### config.mk
export PLATFORM = sky130hd
export DESIGN_NAME = analog_block_and_sync_mode_control
export DESIGN_NICKNAME = d
export VERILOG_FILES = /design/src/design/abc_pkg.sv /design/src/design/analog_block_and_sync_mode_control.sv /design/src/design/test_mux.sv
export VERILOG_INCLUDE_DIRS = /design/src /design/src/design
export SDC_FILE = /design/constraint.sdc
export NUM_CORES = 1
export LEC_CHECK = 0
export ABC_AREA = 0
export CAP_MARGIN = 30
export CORE_MARGIN = 2
export CORE_UTILIZATION = 45
export DETAILED_ROUTE_END_ITERATION = 7
export DONT_BUFFER_PORTS = 1
export GPL_TIMING_DRIVEN = 0
export SLEW_MARGIN = 15
export SYNTH_ARGS = -nofsm -noshare
export SYNTH_HDL_FRONTEND = slang
export SYNTH_SLANG_ARGS = --single-unit
### constraint.sdc
create_clock -name clk_sys -period 1.53 [get_ports clk_sys]
set_input_delay 0.153 -clock clk_sys [delete_from_list [all_inputs] [get_ports clk_sys]]
set_output_delay 0.153 -clock clk_sys [all_outputs]
set_load 0.02 [all_outputs]
### src/design/abc_cfg.svh
// Offsets, field positions and reset values for the analog control register bank
`ifndef ABC_CFG_SVH
`define ABC_CFG_SVH
`define ADDR_ANALOG_CTRL 4'h0
`define ADDR_SYNC_MODE 4'h1
`define RST_ANALOG_CTRL 8'h00
`define RST_SYNC_MODE 8'h00
`define BIT_DIG_OE 7
`define BIT_DSEL_HI 6
`define BIT_DSEL_LO 4
`define BIT_LOCKOUT 3
`define BIT_VAMP_DIS 2
`define BIT_IAMP_DIS 1
`define BIT_ANA_OE 0
`define BIT_MODE_HI 7
`define BIT_MODE_LO 6
`define BIT_SEMI_OPT 3
`define SYNC_MODE_MASK 8'hc8
`endif

### src/design/abc_pkg.sv
// Types for the analog control register bank
package abc_pkg;
    typedef enum logic [1:0] {
        MODE_STANDALONE = 2'h0,
        MODE_MASTER = 2'h1,
        MODE_SLAVE = 2'h2,
        MODE_SEMI = 2'h3
    } sync_mode_t;

    typedef struct packed {
        logic voltage_amp_on;
        logic current_amp_on;
        logic voltage_in_control;
        logic current_in_control;
        logic amps_forced_low;
        logic ov_protect_on;
        logic lockout_high;
    } amp_ctrl_t;

    typedef struct packed {
        logic reference_out_en;
        logic sync_out_en;
        logic sync_in_use;
        logic internal_clock;
    } pin_route_t;
endpackage : abc_pkg

### src/design/analog_block_and_sync_mode_control.sv
// Analog block and sync mode control registers with pin routing
`timescale 1ns/100ps
`include "abc_cfg.svh"
// Behaviour
// - Lockout bit clear selects low threshold
// - One amp disabled hands loop to other
// - Both amps disabled force outputs low
// - Voltage amp disable enables overvoltage protection
// - Current amp disable bit disables it
// - Digital enable connects digital mux to pin
// - Three-bit select picks digital test source
// - Analog enable connects analog mux to pin
// - Two-bit field selects sync mode
// - Master drives reference and sync clock
// - Slave uses external sync clock input
// - Stand-alone keeps reference off, clock internal
// - Semi-master option bit chooses pin routing
// - Unused mode bits ignore writes, read zero
// - All bits clear at reset
// - Digital wins when both enables set
// - Analog signals go to ADC while analog enable is clear
module analog_block_and_sync_mode_control
    import abc_pkg::*;
(
    input wire logic clk_sys,
    input wire logic srst,
    input wire logic [3:0] addr,
    input wire logic [7:0] wdata,
    input wire logic wr,
    input wire logic rd,
    output logic [7:0] rdata,
    input wire logic [7:0] test_sources,
    input wire logic sync_clock_input,
    input wire logic sync_clock_internal,
    output amp_ctrl_t amp_ctrl,
    output pin_route_t route,
    output logic debug_dig_value,
    output logic debug_dig_drive,
    output logic debug_ana_drive,
    output logic analog_to_adc,
    output logic debug_gpio_own,
    output logic sync_clock_output,
    output logic pwm_clock
);
    logic [7:0] analog_block_enable_control;
    logic [7:0] sync_mode_control;
    sync_mode_t mode;
    logic semi_opt;
    logic m_bit, m_dd, m_ad, m_adc, m_gpio;
    amp_ctrl_t next_amp;
    pin_route_t next_route;
    logic next_clk;

    always_ff @(posedge clk_sys) begin
        if (srst) begin
            analog_block_enable_control <= `RST_ANALOG_CTRL;
        end else if (wr && addr == `ADDR_ANALOG_CTRL) begin
            analog_block_enable_control <= wdata;
        end
    end

    always_ff @(posedge clk_sys) begin
        if (srst) begin
            sync_mode_control <= `RST_SYNC_MODE;
        end else if (wr && addr == `ADDR_SYNC_MODE) begin
            sync_mode_control <= wdata & `SYNC_MODE_MASK;
        end
    end

    always_ff @(posedge clk_sys) begin
        if (srst) begin
            rdata <= 8'h00;
        end else if (rd && addr == `ADDR_ANALOG_CTRL) begin
            rdata <= analog_block_enable_control;
        end else if (rd && addr == `ADDR_SYNC_MODE) begin
            rdata <= sync_mode_control;
        end else begin
            // Unmapped reads and idle cycles return zero
            rdata <= 8'h00;
        end
    end

    assign mode = sync_mode_t'(sync_mode_control[`BIT_MODE_HI:`BIT_MODE_LO]);
    assign semi_opt = sync_mode_control[`BIT_SEMI_OPT];

    test_mux u_mux (
        .sources(test_sources),
        .select(analog_block_enable_control[`BIT_DSEL_HI:`BIT_DSEL_LO]),
        .dig_en(analog_block_enable_control[`BIT_DIG_OE]),
        .ana_en(analog_block_enable_control[`BIT_ANA_OE]),
        .dig_bit(m_bit),
        .dig_drive(m_dd),
        .ana_drive(m_ad),
        .ana_to_adc(m_adc),
        .gpio_own(m_gpio)
    );

    always_comb begin
        logic vd;
        logic id;
        vd = analog_block_enable_control[`BIT_VAMP_DIS];
        id = analog_block_enable_control[`BIT_IAMP_DIS];
        next_amp.voltage_amp_on = ~vd;
        next_amp.current_amp_on = ~id;
        next_amp.voltage_in_control = ~vd;
        next_amp.current_in_control = ~id;
        next_amp.amps_forced_low = vd & id;
        next_amp.ov_protect_on = vd;
        next_amp.lockout_high = analog_block_enable_control[`BIT_LOCKOUT];
    end

    always_comb begin
        next_route = '0;
        next_clk = sync_clock_internal;
        case (mode)
            MODE_STANDALONE: begin
                next_route.internal_clock = 1'b1;
            end
            MODE_MASTER: begin
                next_route.reference_out_en = 1'b1;
                next_route.sync_out_en = 1'b1;
                next_route.internal_clock = 1'b1;
            end
            MODE_SLAVE: begin
                next_route.sync_in_use = 1'b1;
                next_clk = sync_clock_input;
            end
            MODE_SEMI: begin
                next_route.reference_out_en = ~semi_opt;
                next_route.sync_out_en = semi_opt;
                next_route.internal_clock = 1'b1;
            end
            default: begin
                next_route.internal_clock = 1'b1;
            end
        endcase
    end

    // Registered outputs add one cycle of lag to the sync clock; fine for slow PWM rates
    always_ff @(posedge clk_sys) begin
        if (srst) begin
            amp_ctrl <= '0;
            route <= '0;
            pwm_clock <= 1'b0;
            sync_clock_output <= 1'b0;
        end else begin
            amp_ctrl <= next_amp;
            route <= next_route;
            pwm_clock <= next_clk;
            sync_clock_output <= next_route.sync_out_en & sync_clock_internal;
        end
    end

    always_ff @(posedge clk_sys) begin
        if (srst) begin
            debug_dig_value <= 1'b0;
            debug_dig_drive <= 1'b0;
            debug_ana_drive <= 1'b0;
            analog_to_adc <= 1'b0;
            debug_gpio_own <= 1'b0;
        end else begin
            debug_dig_value <= m_bit;
            debug_dig_drive <= m_dd;
            debug_ana_drive <= m_ad;
            analog_to_adc <= m_adc;
            debug_gpio_own <= m_gpio;
        end
    end

    logic [2:0] dsel_now;
    logic dig_oe_now;
    logic ana_oe_now;
    logic vdis_now;
    logic idis_now;
    assign dsel_now = analog_block_enable_control[`BIT_DSEL_HI:`BIT_DSEL_LO];
    assign dig_oe_now = analog_block_enable_control[`BIT_DIG_OE];
    assign ana_oe_now = analog_block_enable_control[`BIT_ANA_OE];
    assign vdis_now = analog_block_enable_control[`BIT_VAMP_DIS];
    assign idis_now = analog_block_enable_control[`BIT_IAMP_DIS];

    // Outputs still hold reset values one edge after release, so those edges are skipped
    a_lockout_follows: assert property (@(posedge clk_sys) disable iff (srst)
        wr && addr == `ADDR_ANALOG_CTRL ##2 1'b1 |->
            amp_ctrl.lockout_high == $past(wdata[`BIT_LOCKOUT], 2))
        else $error("lockout level wrong");

    a_lockout_level: assert property (@(posedge clk_sys) disable iff (srst)
        !$past(srst) |->
            amp_ctrl.lockout_high == $past(analog_block_enable_control[`BIT_LOCKOUT]))
        else $error("lockout level stale");

    a_amp_handover: assert property (@(posedge clk_sys) disable iff (srst)
        !$past(srst) && $past(vdis_now ^ idis_now) |->
            amp_ctrl.voltage_in_control != amp_ctrl.current_in_control
            && amp_ctrl.voltage_in_control == amp_ctrl.voltage_amp_on)
        else $error("disabled amp in control");

    a_both_low: assert property (@(posedge clk_sys) disable iff (srst)
        amp_ctrl.amps_forced_low |->
            !amp_ctrl.voltage_amp_on && !amp_ctrl.current_amp_on)
        else $error("amps not forced low");

    a_both_disabled: assert property (@(posedge clk_sys) disable iff (srst)
        !$past(srst) && $past(vdis_now && idis_now) |->
            amp_ctrl.amps_forced_low && !amp_ctrl.voltage_in_control
            && !amp_ctrl.current_in_control)
        else $error("both disabled not low");

    a_ov_protect: assert property (@(posedge clk_sys) disable iff (srst)
        !$past(srst) |->
            amp_ctrl.ov_protect_on == !amp_ctrl.voltage_amp_on)
        else $error("ov protection mismatch");

    a_voltage_amp: assert property (@(posedge clk_sys) disable iff (srst)
        !$past(srst) |->
            amp_ctrl.voltage_amp_on == !$past(vdis_now))
        else $error("voltage amp enable wrong");

    a_current_amp: assert property (@(posedge clk_sys) disable iff (srst)
        !$past(srst) |->
            amp_ctrl.current_amp_on == !$past(idis_now))
        else $error("current amp enable wrong");

    a_digital_drive: assert property (@(posedge clk_sys) disable iff (srst)
        !$past(srst) |->
            debug_dig_drive == $past(dig_oe_now))
        else $error("digital drive wrong");

    a_digital_value: assert property (@(posedge clk_sys) disable iff (srst)
        !$past(srst) && $past(dsel_now) != 3'h7 |->
            debug_dig_value == $past(test_sources[dsel_now]))
        else $error("digital source wrong");

    a_unused_select: assert property (@(posedge clk_sys) disable iff (srst)
        !$past(srst) && $past(dsel_now) == 3'h7 |->
            !debug_dig_value)
        else $error("unused select not low");

    a_analog_drive: assert property (@(posedge clk_sys) disable iff (srst)
        !$past(srst) |->
            debug_ana_drive == $past(ana_oe_now && !dig_oe_now))
        else $error("analog drive wrong");

    a_debug_priority: assert property (@(posedge clk_sys) disable iff (srst)
        debug_dig_drive |->
            !debug_ana_drive && !debug_gpio_own)
        else $error("debug pin contention");

    a_mode_internal: assert property (@(posedge clk_sys) disable iff (srst)
        !$past(srst) |->
            route.internal_clock == ($past(mode) != MODE_SLAVE))
        else $error("clock source decode wrong");

    a_master_pins: assert property (@(posedge clk_sys) disable iff (srst)
        !$past(srst) && $past(mode) == MODE_MASTER |->
            route.reference_out_en && route.sync_out_en && !route.sync_in_use)
        else $error("master routing wrong");

    a_master_clock: assert property (@(posedge clk_sys) disable iff (srst)
        !$past(srst) && $past(mode) == MODE_MASTER |->
            sync_clock_output == $past(sync_clock_internal))
        else $error("master sync output wrong");

    a_slave_clock: assert property (@(posedge clk_sys) disable iff (srst)
        mode == MODE_SLAVE ##1 mode == MODE_SLAVE |->
            pwm_clock == $past(sync_clock_input))
        else $error("slave clock not external");

    a_slave_pins: assert property (@(posedge clk_sys) disable iff (srst)
        !$past(srst) && $past(mode) == MODE_SLAVE |->
            route.sync_in_use && !route.sync_out_en && !sync_clock_output)
        else $error("slave routing wrong");

    a_standalone_pins: assert property (@(posedge clk_sys) disable iff (srst)
        $past(mode) == MODE_STANDALONE |->
            !route.reference_out_en && !route.sync_out_en)
        else $error("standalone routing wrong");

    a_standalone_clock: assert property (@(posedge clk_sys) disable iff (srst)
        !$past(srst) && $past(mode) == MODE_STANDALONE |->
            route.internal_clock && pwm_clock == $past(sync_clock_internal))
        else $error("standalone clock wrong");

    a_semi_route: assert property (@(posedge clk_sys) disable iff (srst)
        $past(mode) == MODE_SEMI |->
            route.sync_out_en == $past(semi_opt)
            && route.reference_out_en != route.sync_out_en)
        else $error("semi master routing wrong");

    a_mode_unused: assert property (@(posedge clk_sys) disable iff (srst)
        1'b1 |->
            (sync_mode_control & ~`SYNC_MODE_MASK) == 8'h00)
        else $error("unused mode bits set");

    a_mode_readback: assert property (@(posedge clk_sys) disable iff (srst)
        rd && addr == `ADDR_SYNC_MODE |=>
            (rdata & ~`SYNC_MODE_MASK) == 8'h00)
        else $error("unused mode bits read");

    a_reset_clear: assert property (@(posedge clk_sys) disable iff (srst)
        $past(srst) |->
            analog_block_enable_control == `RST_ANALOG_CTRL
            && sync_mode_control == `RST_SYNC_MODE)
        else $error("registers not cleared");

    a_adc_path: assert property (@(posedge clk_sys) disable iff (srst)
        !$past(srst) |->
            analog_to_adc == !$past(ana_oe_now))
        else $error("adc path wrong");

    a_gpio_own: assert property (@(posedge clk_sys) disable iff (srst)
        !$past(srst) |->
            debug_gpio_own == !$past(dig_oe_now || ana_oe_now))
        else $error("debug pin ownership wrong");

    c_master: cover property (@(posedge clk_sys) route.reference_out_en && route.sync_out_en);
    c_slave: cover property (@(posedge clk_sys) route.sync_in_use);
    c_both_off: cover property (@(posedge clk_sys) amp_ctrl.amps_forced_low);
    c_both_test: cover property (@(posedge clk_sys) debug_dig_drive && !analog_to_adc);
    c_semi_sync: cover property (@(posedge clk_sys) route.sync_out_en && !route.reference_out_en);
endmodule : analog_block_and_sync_mode_control

### src/design/test_mux.sv
// Digital test signal selector and debug pin arbitration
`timescale 1ns/100ps
`include "abc_cfg.svh"
module test_mux
    import abc_pkg::*;
(
    input wire logic [7:0] sources,
    input wire logic [2:0] select,
    input wire logic dig_en,
    input wire logic ana_en,
    output logic dig_bit,
    output logic dig_drive,
    output logic ana_drive,
    output logic ana_to_adc,
    output logic gpio_own
);
    always_comb begin
        // Code 111 has no source and reads low
        dig_bit = (select == 3'h7) ? 1'b0 : sources[select];
        dig_drive = dig_en;
        ana_drive = ana_en & ~dig_en;
        ana_to_adc = ~ana_en;
        gpio_own = ~dig_en & ~ana_en;
    end
endmodule : test_mux

==> impl_metrics.tcl <==
set metrics [dict create \
    status "complete, no violations" \
    synth_top_area_cell "dfxtp_1" \
    hold_class "input pin to flip-flop" \
    rr_endpoint "debug_dig_value$_SDFF_PP0_" \
    place.port_buffers 0 \
    antenna_found_initial 0 \
    ir_drop_mv 0.6503 \
    clock_path_buffers 2 \
    max_stage_delay_ns 0.52 \
    grt_pass1_vias 808 \
    synth-compound-area-share_pct 12.66 \
    drive_gt1_share_pct 12.41 \
    synthAdderAreaFrac_pct 0 \
    avgSynthCellArea_um2 10.22 \
    drv_cap 0 \
    first_iter_violations 26 \
    crit_start "analog_block_enable_control[4]$_SDFFE_PP0P_" \
    cts_resized 0 \
    synth-xor-area-share_pct 0 \
    area_delta_synth_final_pct 18.72 \
    route.detailed.drc 0 \
    yosysWarnings 0 \
    die_area_mm2 0.003086 \
    clk_pin_slew_worst_paths_ns 0.10 \
    grt_use_total_pct 17.15 \
    grt.busiest_layer "met2" \
    cts_buffers 5 \
    synth_top_area_share_pct 58.58 \
    relSlewSlack_pct 67.99 \
    tightest_slew_ns 0.4802 \
    worst-endpoint-required_ns 1.73 \
    drt-total-wl_um 2416 \
    ys_seq_area_share_pct 58.58 \
    gp_congestion 0.8070 \
    rrSetupSlack_ns 0.33 \
    syn_inst 117 \
    finalCritPeriodShare_pct 78.59 \
    post_cts_buffers 0 \
    placed_cells 147 \
    finalNonFillerCells 167 \
    grt_remaining_overflow 0 \
    hpwl_um 1635 \
    io_pins 52 \
    holdWs_ns 0.01839 \
    vias_per_cell 5.401 \
    cts_tree "done" \
    setup_viol 0 \
    core_mm2 0.002500 \
    synth_edf_count 0 \
    crit_path_end_kind "flip-flop" \
    rsz0062_at_grt "no" \
    met2_usage_pct 25.68 \
    worst_ep_arrival_time_ns 1.40 \
    crit_chain "mux4_2, nor2_1, nor3_1" \
    fin_skew_ns 0.004908 \
    initial_core_util_pct 47.85 \
    power_density_mw_per_mm2 1079 \
    path_max_fanout 5 \
    synth.distinct_cells 27 \
    grt_max_degree 11 \
    cts_htree_levels 2 \
    synthesis.area_mm2 0.001196 \
    yosys-top-cells-area "dfxtp_1 (59%), a21oi_1 (5.9%), nand3_1 (4.6%)" \
    clock_latency_ns 0.32 \
    cp_slowest_cell "mux4_2" \
    die_w_um 55.56 \
    syn_nets 143 \
    power_leakage_nw 0.5394 \
    cp-endpoint "debug_dig_value$_SDFF_PP0_" \
    synth_top_family_by_area "simple AND/OR/NAND/NOR gates" \
    grt_pass1_wl_um 4008 \
    die_h_um 55.56 \
    startpoint_type "flip-flop" \
    root_buffer "clkbuf_4" \
    yosys.area_share.simple_pct 18.51 \
    setup_tns_ns 0 \
    report.final.slew_viol_count 0 \
    hold_violations 0 \
    dr.pass1.iters 4 \
    final_nets 163 \
    vias 902 \
    ant_nets 0 \
    async_reset_ff_share_pct 0 \
    met3_usage_pct 7.963 \
    clock.fmax_ghz 0.8317 \
    n_antenna_cell 0 \
    reg2reg_from "analog_block_enable_control[4]$_SDFFE_PP0P_" \
    finalCriticalPeriod_ns 1.202 \
    cts_num_sinks 35 \
    ys_seq_elements 35 \
    cts_hold_buf 12 \
    wl_per_cell_um 14.47 \
    path_class "flip-flop to flip-flop" \
    met1_usage_pct 21.57 \
    synthMuxAreaShare_pct 5.230 \
    synth_ff_type "dfxtp_1" \
    rows 18 \
    r2r_cells 3 \
]
## cells by family after synthesis
family	count (synthesis)
compound gates	27
mux	5
buf+inv	11
simple gates	39
flops	35
## placed cells by master, fill, tap and decap left out, drive strengths merged
| cell type | Yosys | layout |
|---|---|---|
| or4b | 1 | 1 |
| o21ai | 11 | 11 |
| mux4 | 1 | 1 |
| nand2 | 1 | 1 |
| nand3b | 1 | 1 |
| nand2b | 1 | 1 |
| dfxtp | 35 | 35 |
| and2 | 7 | 7 |
| buf | 6 | 6 |
| clkinv | 0 | 1 |
| clkbuf | 2 | 8 |
| a22o | 1 | 1 |
| nor4 | 1 | 1 |
| inv | 3 | 3 |
| nor3 | 2 | 2 |
| and3 | 1 | 1 |
| nand3 | 11 | 11 |
| o211a | 1 | 1 |
| dlygate4sd3 | 0 | 13 |
| a21oi | 14 | 14 |
| nor3b | 2 | 2 |
| nor4b | 1 | 1 |
| nor2 | 7 | 7 |
| nor2b | 3 | 3 |
| mux2i | 4 | 4 |
## Yosys cell counts, types with 2 or more instances
cell / n
nor2b_1: 3
dfxtp_1: 35
buf_4: 2
nor3_1: 2
inv_1: 3
nand3_1: 11
a21oi_1: 14
buf_2: 3
o21ai_2: 2
mux2i_1: 4
and2_1: 7
clkbuf_1: 2
nor2_1: 7
nor3b_1: 2
o21ai_1: 8
## through the flow
step                      utilization (%)  instance area [um2]  power [mW]  setup WS [ns]
final                               56.81                 1420       1.532         0.3276
after global placement              49.35                 1234       1.033         0.3560
after detailed placement            49.35                 1234       1.033         0.3324
after global routing                56.81                 1420       1.604         0.2806
after CTS                           56.41                 1410       1.547         0.3223
after floorplan                         -                 1196       1.021         0.4013
## critical path, delay by kind of cell (launching register included)
| family | cells | cell delay [ns] |
|---|---|---|
| multiplexers | 1 | 0.52 |
| flip-flops | 1 | 0.42 |
| AND/OR/NAND/NOR | 2 | 0.15 |
## state kept, by name, indices dropped and copies added, names as in the netlist
name                         cells
analog_block_enable_control      8
rdata                            8
amp_ctrl                         5
route                            4
sync_mode_control                3
analog_to_adc                    1
debug_ana_drive                  1
debug_dig_drive                  1
debug_dig_value                  1
debug_gpio_own                   1
pwm_clock                        1
sync_clock_output                1
## layout make-up
cell class / count / area (um2)
fillers: 235 / 1080
flip-flops and latches: 35 / 700.7
multi-input cells: 71 / 435.4
repair buffers: 13 / 130.1
clock buffers: 6 / 51.30
plain buffers: 8 / 48.80
well taps: 30 / 37.54
inverters: 3 / 11.26
clock inverters: 1 / 5.005
## worst min-delay path by stage
stage / endpoint / start / cells after the start
after detailed placement: route[0]$_SDFF_PP0_ / srst / 1
after global routing: analog_block_enable_control[2]$_SDFFE_PP0P_ / addr[0] / 2
final: analog_block_enable_control[0]$_SDFFE_PP0P_ / addr[0] / 2
after floorplan: amp_ctrl[1]$_SDFF_PP0_ / srst / 1
after global placement: amp_ctrl[1]$_SDFF_PP0_ / srst / 1
after CTS: route[3]$_SDFF_PP0_ / srst / 2
## report_power, final
part / leakage (nW) / internal (mW) / switching [mW] / total [mW]
clock network: 0.0341 / 0.213 / 0.278 / 0.490
registers: 0.285 / 0.927 / 0.0244 / 0.951
logic: 0.221 / 0.0465 / 0.0440 / 0.0905
## per-layer routing
| metal | part of all wire (%) | wire length [um] |
|---|---|---|
| met5 | 0 | 0 |
| met4 | 1.5 | 37 |
| met3 | 7.7 | 185 |
| met2 | 49 | 1181 |
| met1 | 42 | 1012 |
Power figures use the tool's default switching activity.
